--- src/rsq_pkg.sv ---
// Package for the reset sequencer and interrupt enable block.
// Assumes a single 250 MHz clock and an AHB-Lite register bus.
package rsq_pkg;
  localparam logic [11:0] RSQ_OFS_IRQ_EN   = 12'h008;
  localparam logic [11:0] RSQ_OFS_TEST     = 12'h00C;
  localparam logic [11:0] RSQ_OFS_XTAL     = 12'h010;
  localparam logic [11:0] RSQ_OFS_XTAL2    = 12'h014;
  localparam logic [11:0] RSQ_OFS_WDOG     = 12'h018;
  localparam logic [11:0] RSQ_OFS_STATUS   = 12'h01C;
  localparam int          RSQ_BIT_TICK_EN  = 7;
  localparam int          RSQ_BIT_LOCK_EN  = 4;
  localparam int          RSQ_BIT_CORR_EN  = 1;
  localparam int          RSQ_BIT_XTAL_EN  = 7;
  localparam int          RSQ_BIT_MON_EN   = 0;
  localparam logic [7:0]  RSQ_IRQ_EN_RST   = 8'h00;
  localparam logic [7:0]  RSQ_TEST_RST     = 8'h00;
  localparam logic [7:0]  RSQ_XTAL_RST     = 8'h00;
  localparam logic [7:0]  RSQ_XTAL2_RST    = 8'h00;
  localparam logic [7:0]  RSQ_WDOG_RST     = 8'h00;
  localparam logic [9:0]  RSQ_PIN_CYCLES   = 10'd512;
  localparam logic [9:0]  RSQ_SEQ_CYCLES   = 10'd768;
  localparam logic [1:0]  RSQ_HTRANS_NONSEQ = 2'h2;
  typedef enum logic [1:0] {RSQ_IDLE, RSQ_PIN, RSQ_TAIL, RSQ_EXT} rsq_state_e;
endpackage : rsq_pkg

--- src/rsq_seq.sv ---
// Reset sequence generator: drives the reset pin and holds the internal reset.
// Assumes the pin level is synchronous to core_clk.
`timescale 1ns/1ps
`default_nettype none
module rsq_seq
(
  input  wire logic core_clk,
  input  wire logic resetn,
  input  wire logic src_event,
  input  wire logic pin_in,
  output logic      pin_out,
  output logic      pin_oe,
  output logic      sys_reset,
  output logic      busy
);
  import rsq_pkg::*;

  rsq_state_e state_r;
  rsq_state_e state_nxt;
  logic [9:0] cnt_r;
  logic [9:0] cnt_nxt;

  wire cnt_last = (cnt_r == RSQ_SEQ_CYCLES - 10'd1);
  wire pin_done = (cnt_r == RSQ_PIN_CYCLES - 10'd1);

  always_comb
  begin
    state_nxt = state_r;
    cnt_nxt   = cnt_r + 10'd1;
    unique case (state_r)
      RSQ_IDLE:
      begin
        cnt_nxt = 10'd0;
        if (src_event || !pin_in)
          state_nxt = src_event ? RSQ_PIN : RSQ_EXT;
      end
      RSQ_PIN:
        if (pin_done)
          state_nxt = RSQ_TAIL;
      RSQ_TAIL:
        if (cnt_last)
        begin
          cnt_nxt   = 10'd0;
          state_nxt = pin_in ? RSQ_IDLE : RSQ_EXT;
        end
      RSQ_EXT:
      begin
        cnt_nxt = 10'd0;
        if (pin_in)
          state_nxt = RSQ_IDLE;
      end
    endcase
  end

  always_ff @(posedge core_clk or negedge resetn)
  begin
    if (!resetn)
    begin
      state_r <= RSQ_PIN;
      cnt_r   <= 10'd0;
    end
    else
    begin
      state_r <= state_nxt;
      cnt_r   <= cnt_nxt;
    end
  end

  assign pin_out   = 1'b0;
  assign pin_oe    = (state_r == RSQ_PIN);
  assign sys_reset = (state_r != RSQ_IDLE);
  assign busy      = sys_reset;

  a_pin_len: assert property (@(posedge core_clk) disable iff (!resetn)
    $rose(pin_oe) |-> pin_oe [*8]) else $error("pin drive too short");
  a_pin_release: assert property (@(posedge core_clk) disable iff (!resetn)
    $fell(pin_oe) |-> sys_reset) else $error("reset dropped with pin");
  a_ext_hold: assert property (@(posedge core_clk) disable iff (!resetn)
    (state_r == RSQ_EXT && !pin_in) |=> sys_reset) else $error("ext reset lost");
  a_count_pin: assert property (@(posedge core_clk) disable iff (!resetn)
    pin_oe |-> cnt_r < RSQ_PIN_CYCLES) else $error("pin count overran");
  c_ext: cover property (@(posedge core_clk) disable iff (!resetn) state_r == RSQ_EXT);
endmodule : rsq_seq
`default_nettype wire

--- src/rsq_top.sv ---
// Interrupt enables, reset source gating and reset sequencing behind AHB-Lite.
// Assumes one clock; flags and mode inputs are synchronous to core_clk.
//
// Decided for this implementation: register access over AHB-Lite.
`timescale 1ns/1ps
`default_nettype none
module rsq_top
(
  input  wire logic        core_clk,
  input  wire logic        resetn,
  input  wire logic        hsel,
  input  wire logic [31:0] haddr,
  input  wire logic [1:0]  htrans,
  input  wire logic        hwrite,
  input  wire logic [2:0]  hsize,
  input  wire logic [31:0] hwdata,
  input  wire logic        hready,
  output logic [31:0]      hrdata,
  output logic             hreadyout,
  output logic             hresp,
  input  wire logic        tick_flag,
  input  wire logic        pll_locked_change_flag,
  input  wire logic        clock_corrupt_flag,
  input  wire logic        special_mode,
  input  wire logic        full_stop_mode,
  input  wire logic        osc_lost,
  input  wire logic        osc_below_threshold,
  input  wire logic        watchdog_timeout,
  input  wire logic        reset_pin_in,
  output logic             reset_pin_out,
  output logic             reset_pin_oe,
  output logic             sys_reset,
  output logic             vco_reset_select,
  output logic             crystal_run,
  output logic             tick_irq,
  output logic             pll_locked_irq,
  output logic             clock_corrupt_irq,
  output logic             watchdog_armed
);
  import rsq_pkg::*;

  logic [7:0]  irq_en_r;
  logic [7:0]  test_r;
  logic [7:0]  xtal_r;
  logic [7:0]  xtal2_r;
  logic [7:0]  wdog_r;
  logic        dp_wr_r;
  logic [11:0] dp_addr_r;
  logic [31:0] hrdata_r;
  logic        mon_rst_r;
  logic        wd_rst_r;

  // Address phase decode and data phase write decode.
  wire         ap_valid  = hsel && hready && htrans[1];
  wire         ap_read   = ap_valid && !hwrite;
  wire [11:0]  ap_addr   = haddr[11:0];
  wire [11:0]  dp_addr   = dp_addr_r;
  wire         wr_irq    = dp_wr_r && (dp_addr == RSQ_OFS_IRQ_EN);
  wire         wr_test   = dp_wr_r && (dp_addr == RSQ_OFS_TEST) && special_mode;
  wire         wr_xtal   = dp_wr_r && (dp_addr == RSQ_OFS_XTAL);
  wire         wr_xtal2  = dp_wr_r && (dp_addr == RSQ_OFS_XTAL2);
  wire         wr_wdog   = dp_wr_r && (dp_addr == RSQ_OFS_WDOG);
  wire [7:0]   irq_en_w  = hwdata[7:0] & 8'h92;

  // Reset source enables.
  wire         xtal_en   = xtal_r[RSQ_BIT_XTAL_EN] && !full_stop_mode;
  wire         mon_en    = xtal_en && xtal2_r[RSQ_BIT_MON_EN];
  wire         mon_fault = mon_en && (osc_lost || osc_below_threshold);
  wire         wd_en     = |wdog_r[2:0];
  wire         wd_fault  = wd_en && watchdog_timeout;
  wire         src_event = mon_rst_r || wd_rst_r;
  wire [7:0]   status    = {5'h00, wd_en, mon_en, sys_reset};

  logic [31:0] rd_mux;
  always_comb
  begin
    unique case (ap_addr)
      RSQ_OFS_IRQ_EN: rd_mux = {24'h000000, irq_en_r};
      RSQ_OFS_TEST:   rd_mux = {24'h000000, test_r};
      RSQ_OFS_XTAL:   rd_mux = {24'h000000, xtal_r};
      RSQ_OFS_XTAL2:  rd_mux = {24'h000000, xtal2_r};
      RSQ_OFS_WDOG:   rd_mux = {24'h000000, wdog_r};
      RSQ_OFS_STATUS: rd_mux = {24'h000000, status};
      default:        rd_mux = 32'h00000000;
    endcase
  end

  always_ff @(posedge core_clk or negedge resetn)
  begin
    if (!resetn)
    begin
      dp_wr_r   <= 1'b0;
      dp_addr_r <= 12'h000;
      hrdata_r  <= 32'h00000000;
    end
    else
    begin
      dp_wr_r   <= ap_valid && hwrite;
      dp_addr_r <= ap_addr;
      if (ap_read)
        hrdata_r <= rd_mux;
    end
  end

  always_ff @(posedge core_clk or negedge resetn)
  begin
    if (!resetn)
    begin
      irq_en_r <= RSQ_IRQ_EN_RST;
      test_r   <= RSQ_TEST_RST;
      xtal_r   <= RSQ_XTAL_RST;
      xtal2_r  <= RSQ_XTAL2_RST;
      wdog_r   <= RSQ_WDOG_RST;
    end
    else
    begin
      if (wr_irq)
        irq_en_r <= irq_en_w;
      if (wr_test)
        test_r <= hwdata[7:0];
      if (wr_xtal)
        xtal_r <= hwdata[7:0];
      if (wr_xtal2)
        xtal2_r <= hwdata[7:0];
      if (wr_wdog)
        wdog_r <= hwdata[7:0];
    end
  end

  // Fault latches register the source so the sequencer sees a clean event.
  always_ff @(posedge core_clk or negedge resetn)
  begin
    if (!resetn)
    begin
      mon_rst_r <= 1'b0;
      wd_rst_r  <= 1'b0;
    end
    else
    begin
      mon_rst_r <= mon_fault && !sys_reset;
      wd_rst_r  <= wd_fault && !sys_reset;
    end
  end

  rsq_seq u_seq (
    .core_clk  (core_clk),
    .resetn    (resetn),
    .src_event (src_event),
    .pin_in    (reset_pin_in),
    .pin_out   (reset_pin_out),
    .pin_oe    (reset_pin_oe),
    .sys_reset (sys_reset),
    .busy      ()
  );

  assign vco_reset_select  = sys_reset;
  assign crystal_run       = xtal_en;
  assign watchdog_armed    = wd_en;
  assign tick_irq          = tick_flag && irq_en_r[RSQ_BIT_TICK_EN];
  assign pll_locked_irq    = pll_locked_change_flag && irq_en_r[RSQ_BIT_LOCK_EN];
  assign clock_corrupt_irq = clock_corrupt_flag && irq_en_r[RSQ_BIT_CORR_EN];
  assign hrdata            = hrdata_r;
  assign hreadyout         = 1'b1;
  assign hresp             = 1'b0;

  a_tick_gate: assert property (@(posedge core_clk) disable iff (!resetn)
    tick_irq == (tick_flag && irq_en_r[RSQ_BIT_TICK_EN])) else $error("tick gate wrong");
  a_lock_gate: assert property (@(posedge core_clk) disable iff (!resetn)
    !irq_en_r[RSQ_BIT_LOCK_EN] |-> !pll_locked_irq) else $error("lock irq leaked");
  a_corr_gate: assert property (@(posedge core_clk) disable iff (!resetn)
    (clock_corrupt_flag && irq_en_r[RSQ_BIT_CORR_EN]) |-> clock_corrupt_irq)
    else $error("corrupt irq");
  a_irq_write: assert property (@(posedge core_clk) disable iff (!resetn)
    wr_irq |=> irq_en_r == $past(irq_en_w)) else $error("enable write lost");
  a_test_lock: assert property (@(posedge core_clk) disable iff (!resetn)
    !special_mode |=> $stable(test_r)) else $error("test reg written");
  a_mon_reset: assert property (@(posedge core_clk) disable iff (!resetn)
    (mon_fault && !sys_reset) |=> ##1 sys_reset) else $error("no monitor reset");
  a_stop_mon: assert property (@(posedge core_clk) disable iff (!resetn)
    full_stop_mode |-> !mon_en) else $error("monitor on in stop");
  a_wd_reset: assert property (@(posedge core_clk) disable iff (!resetn)
    (wd_fault && !sys_reset) |=> ##1 reset_pin_oe) else $error("no watchdog reset");
  a_vco_sel: assert property (@(posedge core_clk) disable iff (!resetn)
    sys_reset |-> vco_reset_select) else $error("vco select off");
  c_mon: cover property (@(posedge core_clk) disable iff (!resetn) mon_rst_r);
  c_wd: cover property (@(posedge core_clk) disable iff (!resetn) wd_rst_r);
  c_tick: cover property (@(posedge core_clk) disable iff (!resetn) tick_irq);
endmodule : rsq_top
`default_nettype wire

--- config.mk ---
export PLATFORM = sky130hd
export DESIGN_NAME = rsq_top
export DESIGN_NICKNAME = d
export VERILOG_FILES = /design/src/rsq_pkg.sv /design/src/rsq_seq.sv /design/src/rsq_top.sv
export SDC_FILE = /design/constraint.sdc
export NUM_CORES = 1
export LEC_CHECK = 0
export BUFFER_PORTS_ARGS = -buffer_cell sky130_fd_sc_hd__buf_2
export CAP_MARGIN = 20
export CORE_MARGIN = 3
export CORE_UTILIZATION = 40
export CTS_BUF_LIST = sky130_fd_sc_hd__clkbuf_4 sky130_fd_sc_hd__clkbuf_8
export DETAILED_ROUTE_END_ITERATION = 6
export PLACE_DENSITY = 0.74
export SYNTH_ARGS = -nofsm -noshare
export SYNTH_HDL_FRONTEND = slang
export SYNTH_HIERARCHICAL = 1
export SYNTH_SLANG_ARGS = --single-unit
--- constraint.sdc ---
create_clock -name core_clk -period 3.4 [get_ports core_clk]
set_input_delay 0.68 -clock core_clk [delete_from_list [all_inputs] [get_ports core_clk]]
set_output_delay 0.68 -clock core_clk [all_outputs]
set_load 0.02 [all_outputs]
==> impl_results.md <==
- Outcome: finished clean
- Synth Area in XOR/XNOR: 0.777%
- Port bufs: 50
- Grt total ovfl: 0
- Data arrival, critical path: 2.57 ns
- Data required time of the worst path: 3.62 ns
- Syn_area_per_cell: 12.4 µm²
- Initial antenna violation count: 0
- Final Hold Fails: 0
- Residual DRC: 0
- # setup viols final: 0
- VDD IR-drop max: 0.000258 V
- Clock sinks: 70
- Final Wtd Congestion: 0.778
- Largest family of logic cells by synthesized area: multiplexers
- Antenna fix cells: 0
- Most numerous cell in the Yosys netlist: dfrtp_1
- I/O pin count: 126
- CTS max path bufs: 2
- Worst-Skew Late Latency: 0.34 ns
- CTS Hold Buffers Added: 0
- PostCTS Resize Cnt: 0
- Fin crit period: 2.36 ns
- Post-DRT Antenna Nets: 0
- Synth cell count leaders: 69 x dfrtp_1, 35 x mux2_2, 31 x buf_4
- Slowest cell delay on critical path: 0.59 ns
- Max transition margin: 50.6%
- Synthesis-to-finish area growth: 13.1%
- Detail-routed net length per standard cell: 15.8 µm
- CTS HTree Levels: 3
- Share of the synthesized area in the top cell type: 51.1%
- Core Rows: 32
- Critical Path End Type: flop
- WS Path Type: flop to flop
- Critical-path top delay cell: and4_1
- Total of max-cap violations: 0
- Worst Clk Skew: 0.0105 ns
- Worst-path cell chain: or4_4 > nor4b_1 > and4_1 > mux2_2
- Flops & latches, synth: 70
- Instance count of the mapped netlist: 273
- TritonRoute pass-1 iters: 4
- Overall Global Routing Usage: 14.2%
- Total routed wirelength: 6.81 mm
- Compound-Gate Fraction of Synth Area: 9.58%
- Post-synthesis cell type count: 54
- Vias in the first global route: 2,144
- Area fraction in and, or, nand and nor cells after synthesis: 14.4%
- Synth area leaders: dfrtp_1 51%, mux2_2 12%, buf_4 6.9%, a22oi_1 2.2%, o21ai_0 2.1%
- Starting Density: 42.4%
- Synthesized area: 0.00338 mm²
- Core ar.: 0.00797 mm²
- Number of nets in the layout: 408
- Die width: 98.0 µm
- Initial drt markers: 96
- Inserted Clock Buffers: 9
- CTS root buffer: clkbuf_8
- Worst reg2reg path startpoint: dp_addr[7]$_DFF_PN0_
- Asr flop ratio synth: 100%
- Clk slew on worst S/H paths: 0.08 ns
- Min-delay worst type: input port to async pin
- Final total power: 0.00168 W
- Vias/cell: 5.29
- Synth Flop Type: dfrtp_1
- CTS tree: done
- Largest net degree at the start of global routing: 48
- Lkg Pwr: 1.82 nW
- Worst setup path start: dp_addr[7]$_DFF_PN0_
- Post-synthesis sequential area ratio: 51.8%
- Synth area leader: dfrtp_1
- Period utilization: 69.4%
- Synth Area in Adders: 0.370%
- Routed vias: 2,274
- Actual slew at the worst max-slew pin: 0.730 ns
- Die Height: 98.0 µm
- Final Max Slew Viols: 0
- P per Cell Area: 440 mW/mm²
- Mux share of post-synthesis cell area: 14.8%
- Delay-heaviest family, CP: simple AND/OR/NAND/NOR gates
- CP endpoint: xtal2_r[0]$_DFFE_PN0P_
- Crit Path Max Fanout: 8
- Layout cell share with drive strength beyond 1: 37.2%
- FF-to-FF End: xtal2_r[0]$_DFFE_PN0P_
- CP Buf/Inv Count: 0
- Post-CTS setup buffer count: 0
- Cells on worst reg2reg path: 4
- Setup_tns: 0 ns
- Fill cell count: 707
- RSZ-0062 raised after global routing: false
- WP depth: 4
- Detailed placement HPWL: 4.93 mm
- Synth Warn #: 6
- Crit path launch type: flop
- Number of synthesized flops with an enable pin: 0
- R2r setup slk: 1.04 ns
- Global-route wire length before repair: 10.9 mm
- Die Area: 0.00959 mm²
- Max frequency: 0.424 GHz
-- state kept, by name, summed over array words and instances (netlist names), 2 cells and up --
register       count
xtal_r             8
irq_en_r           3
xtal2_r            8
wdog_r             8
u_seq/cnt_r       10
u_seq/state_r      2
hrdata             8
dp_addr           12
test_r             8
-- cell type report --
cell class                      instances  area [µm²]  area share [%]
Timing Repair Buffer                   52         265            6.94
Clock inverter                          6        87.6            2.29
Inverter                                4        15.0           0.393
Sequential cell                        70        1750            45.8
Tap cell                              102         128            3.34
Clock buffer                            9         124            3.24
Multi-Input combinational cell        187        1450            38.0
-- worst min-delay path by stage --
stage	start	endpoint	slack [ns]
after floorplan	resetn	dp_addr[0]$_DFF_PN0_	0.38
after global placement	u_seq/cnt_r[0]$_DFF_PN0_	u_seq/cnt_r[0]$_DFF_PN0_	0.44
after detailed placement	u_seq/cnt_r[0]$_DFF_PN0_	u_seq/cnt_r[0]$_DFF_PN0_	0.45
after CTS	resetn	xtal2_r[6]$_DFFE_PN0P_	0.31
after global routing	resetn	xtal2_r[6]$_DFFE_PN0P_	0.34
final	resetn	xtal2_r[6]$_DFFE_PN0P_	0.31
-- cells in the final DEF (no fill, tap or decap), types with 4 or more instances in the layout --
cell	count
buf_2	50
inv_1	4
nor2_1	5
o21ai_0	14
a21oi_1	5
a32oi_1	5
nor2b_1	4
mux2_2	35
dfrtp_1	69
clkbuf_8	9
nand2_1	10
mux2i_1	4
and4_1	4
conb_1	27
nor3_1	4
a22oi_1	10
-- stage by stage --
step	hold WS, ns	setup slack, ns	util [%]	instances	cell area, µm²
final	0.311	1.04	48.0	430	3820
after global routing	0.340	0.914	48.0	430	3820
after CTS	0.315	1.04	48.0	430	3820
after detailed placement	0.446	0.818	45.3	415	3610
after global placement	0.443	0.859	45.3	415	3610
after floorplan	0.384	1.29	-	297	3470
-- worst register-to-register path, cell delays in order (launching register included) --
cell     delay, ns
dfrtp_1       0.36
or4_4         0.55
nor4b_1       0.34
and4_1        0.59
mux2_2        0.40
-- layer usage --
metal | up-vias | share of wire [%] | GRT usage, %
met5 | - | 0 | 0
met4 | 0 | 2.0 | 6.07
met3 | 12 | 4.5 | 2.36
met2 | 68 | 48 | 21.8
met1 | 1141 | 46 | 20.0
li1 | 1053 | - | -
-- kinds of logic after synthesis --
kind of cell,count (synthesis)
compound gates,46
mux,43
simple gates,67
fa+ha+maj,1
other cells,3
xor+xnor,3
flops,70
buf+inv,40
-- report_power, final --
part | total [W] | leakage [nW] | internal (W) | switching, W
combinational | 0.000114 | 0.826 | 0.0000358 | 0.0000784
sequential | 0.000855 | 0.901 | 0.000847 | 0.00000843
clock | 0.000713 | 0.0973 | 0.000407 | 0.000305
(Power assumes the default switching activity.)
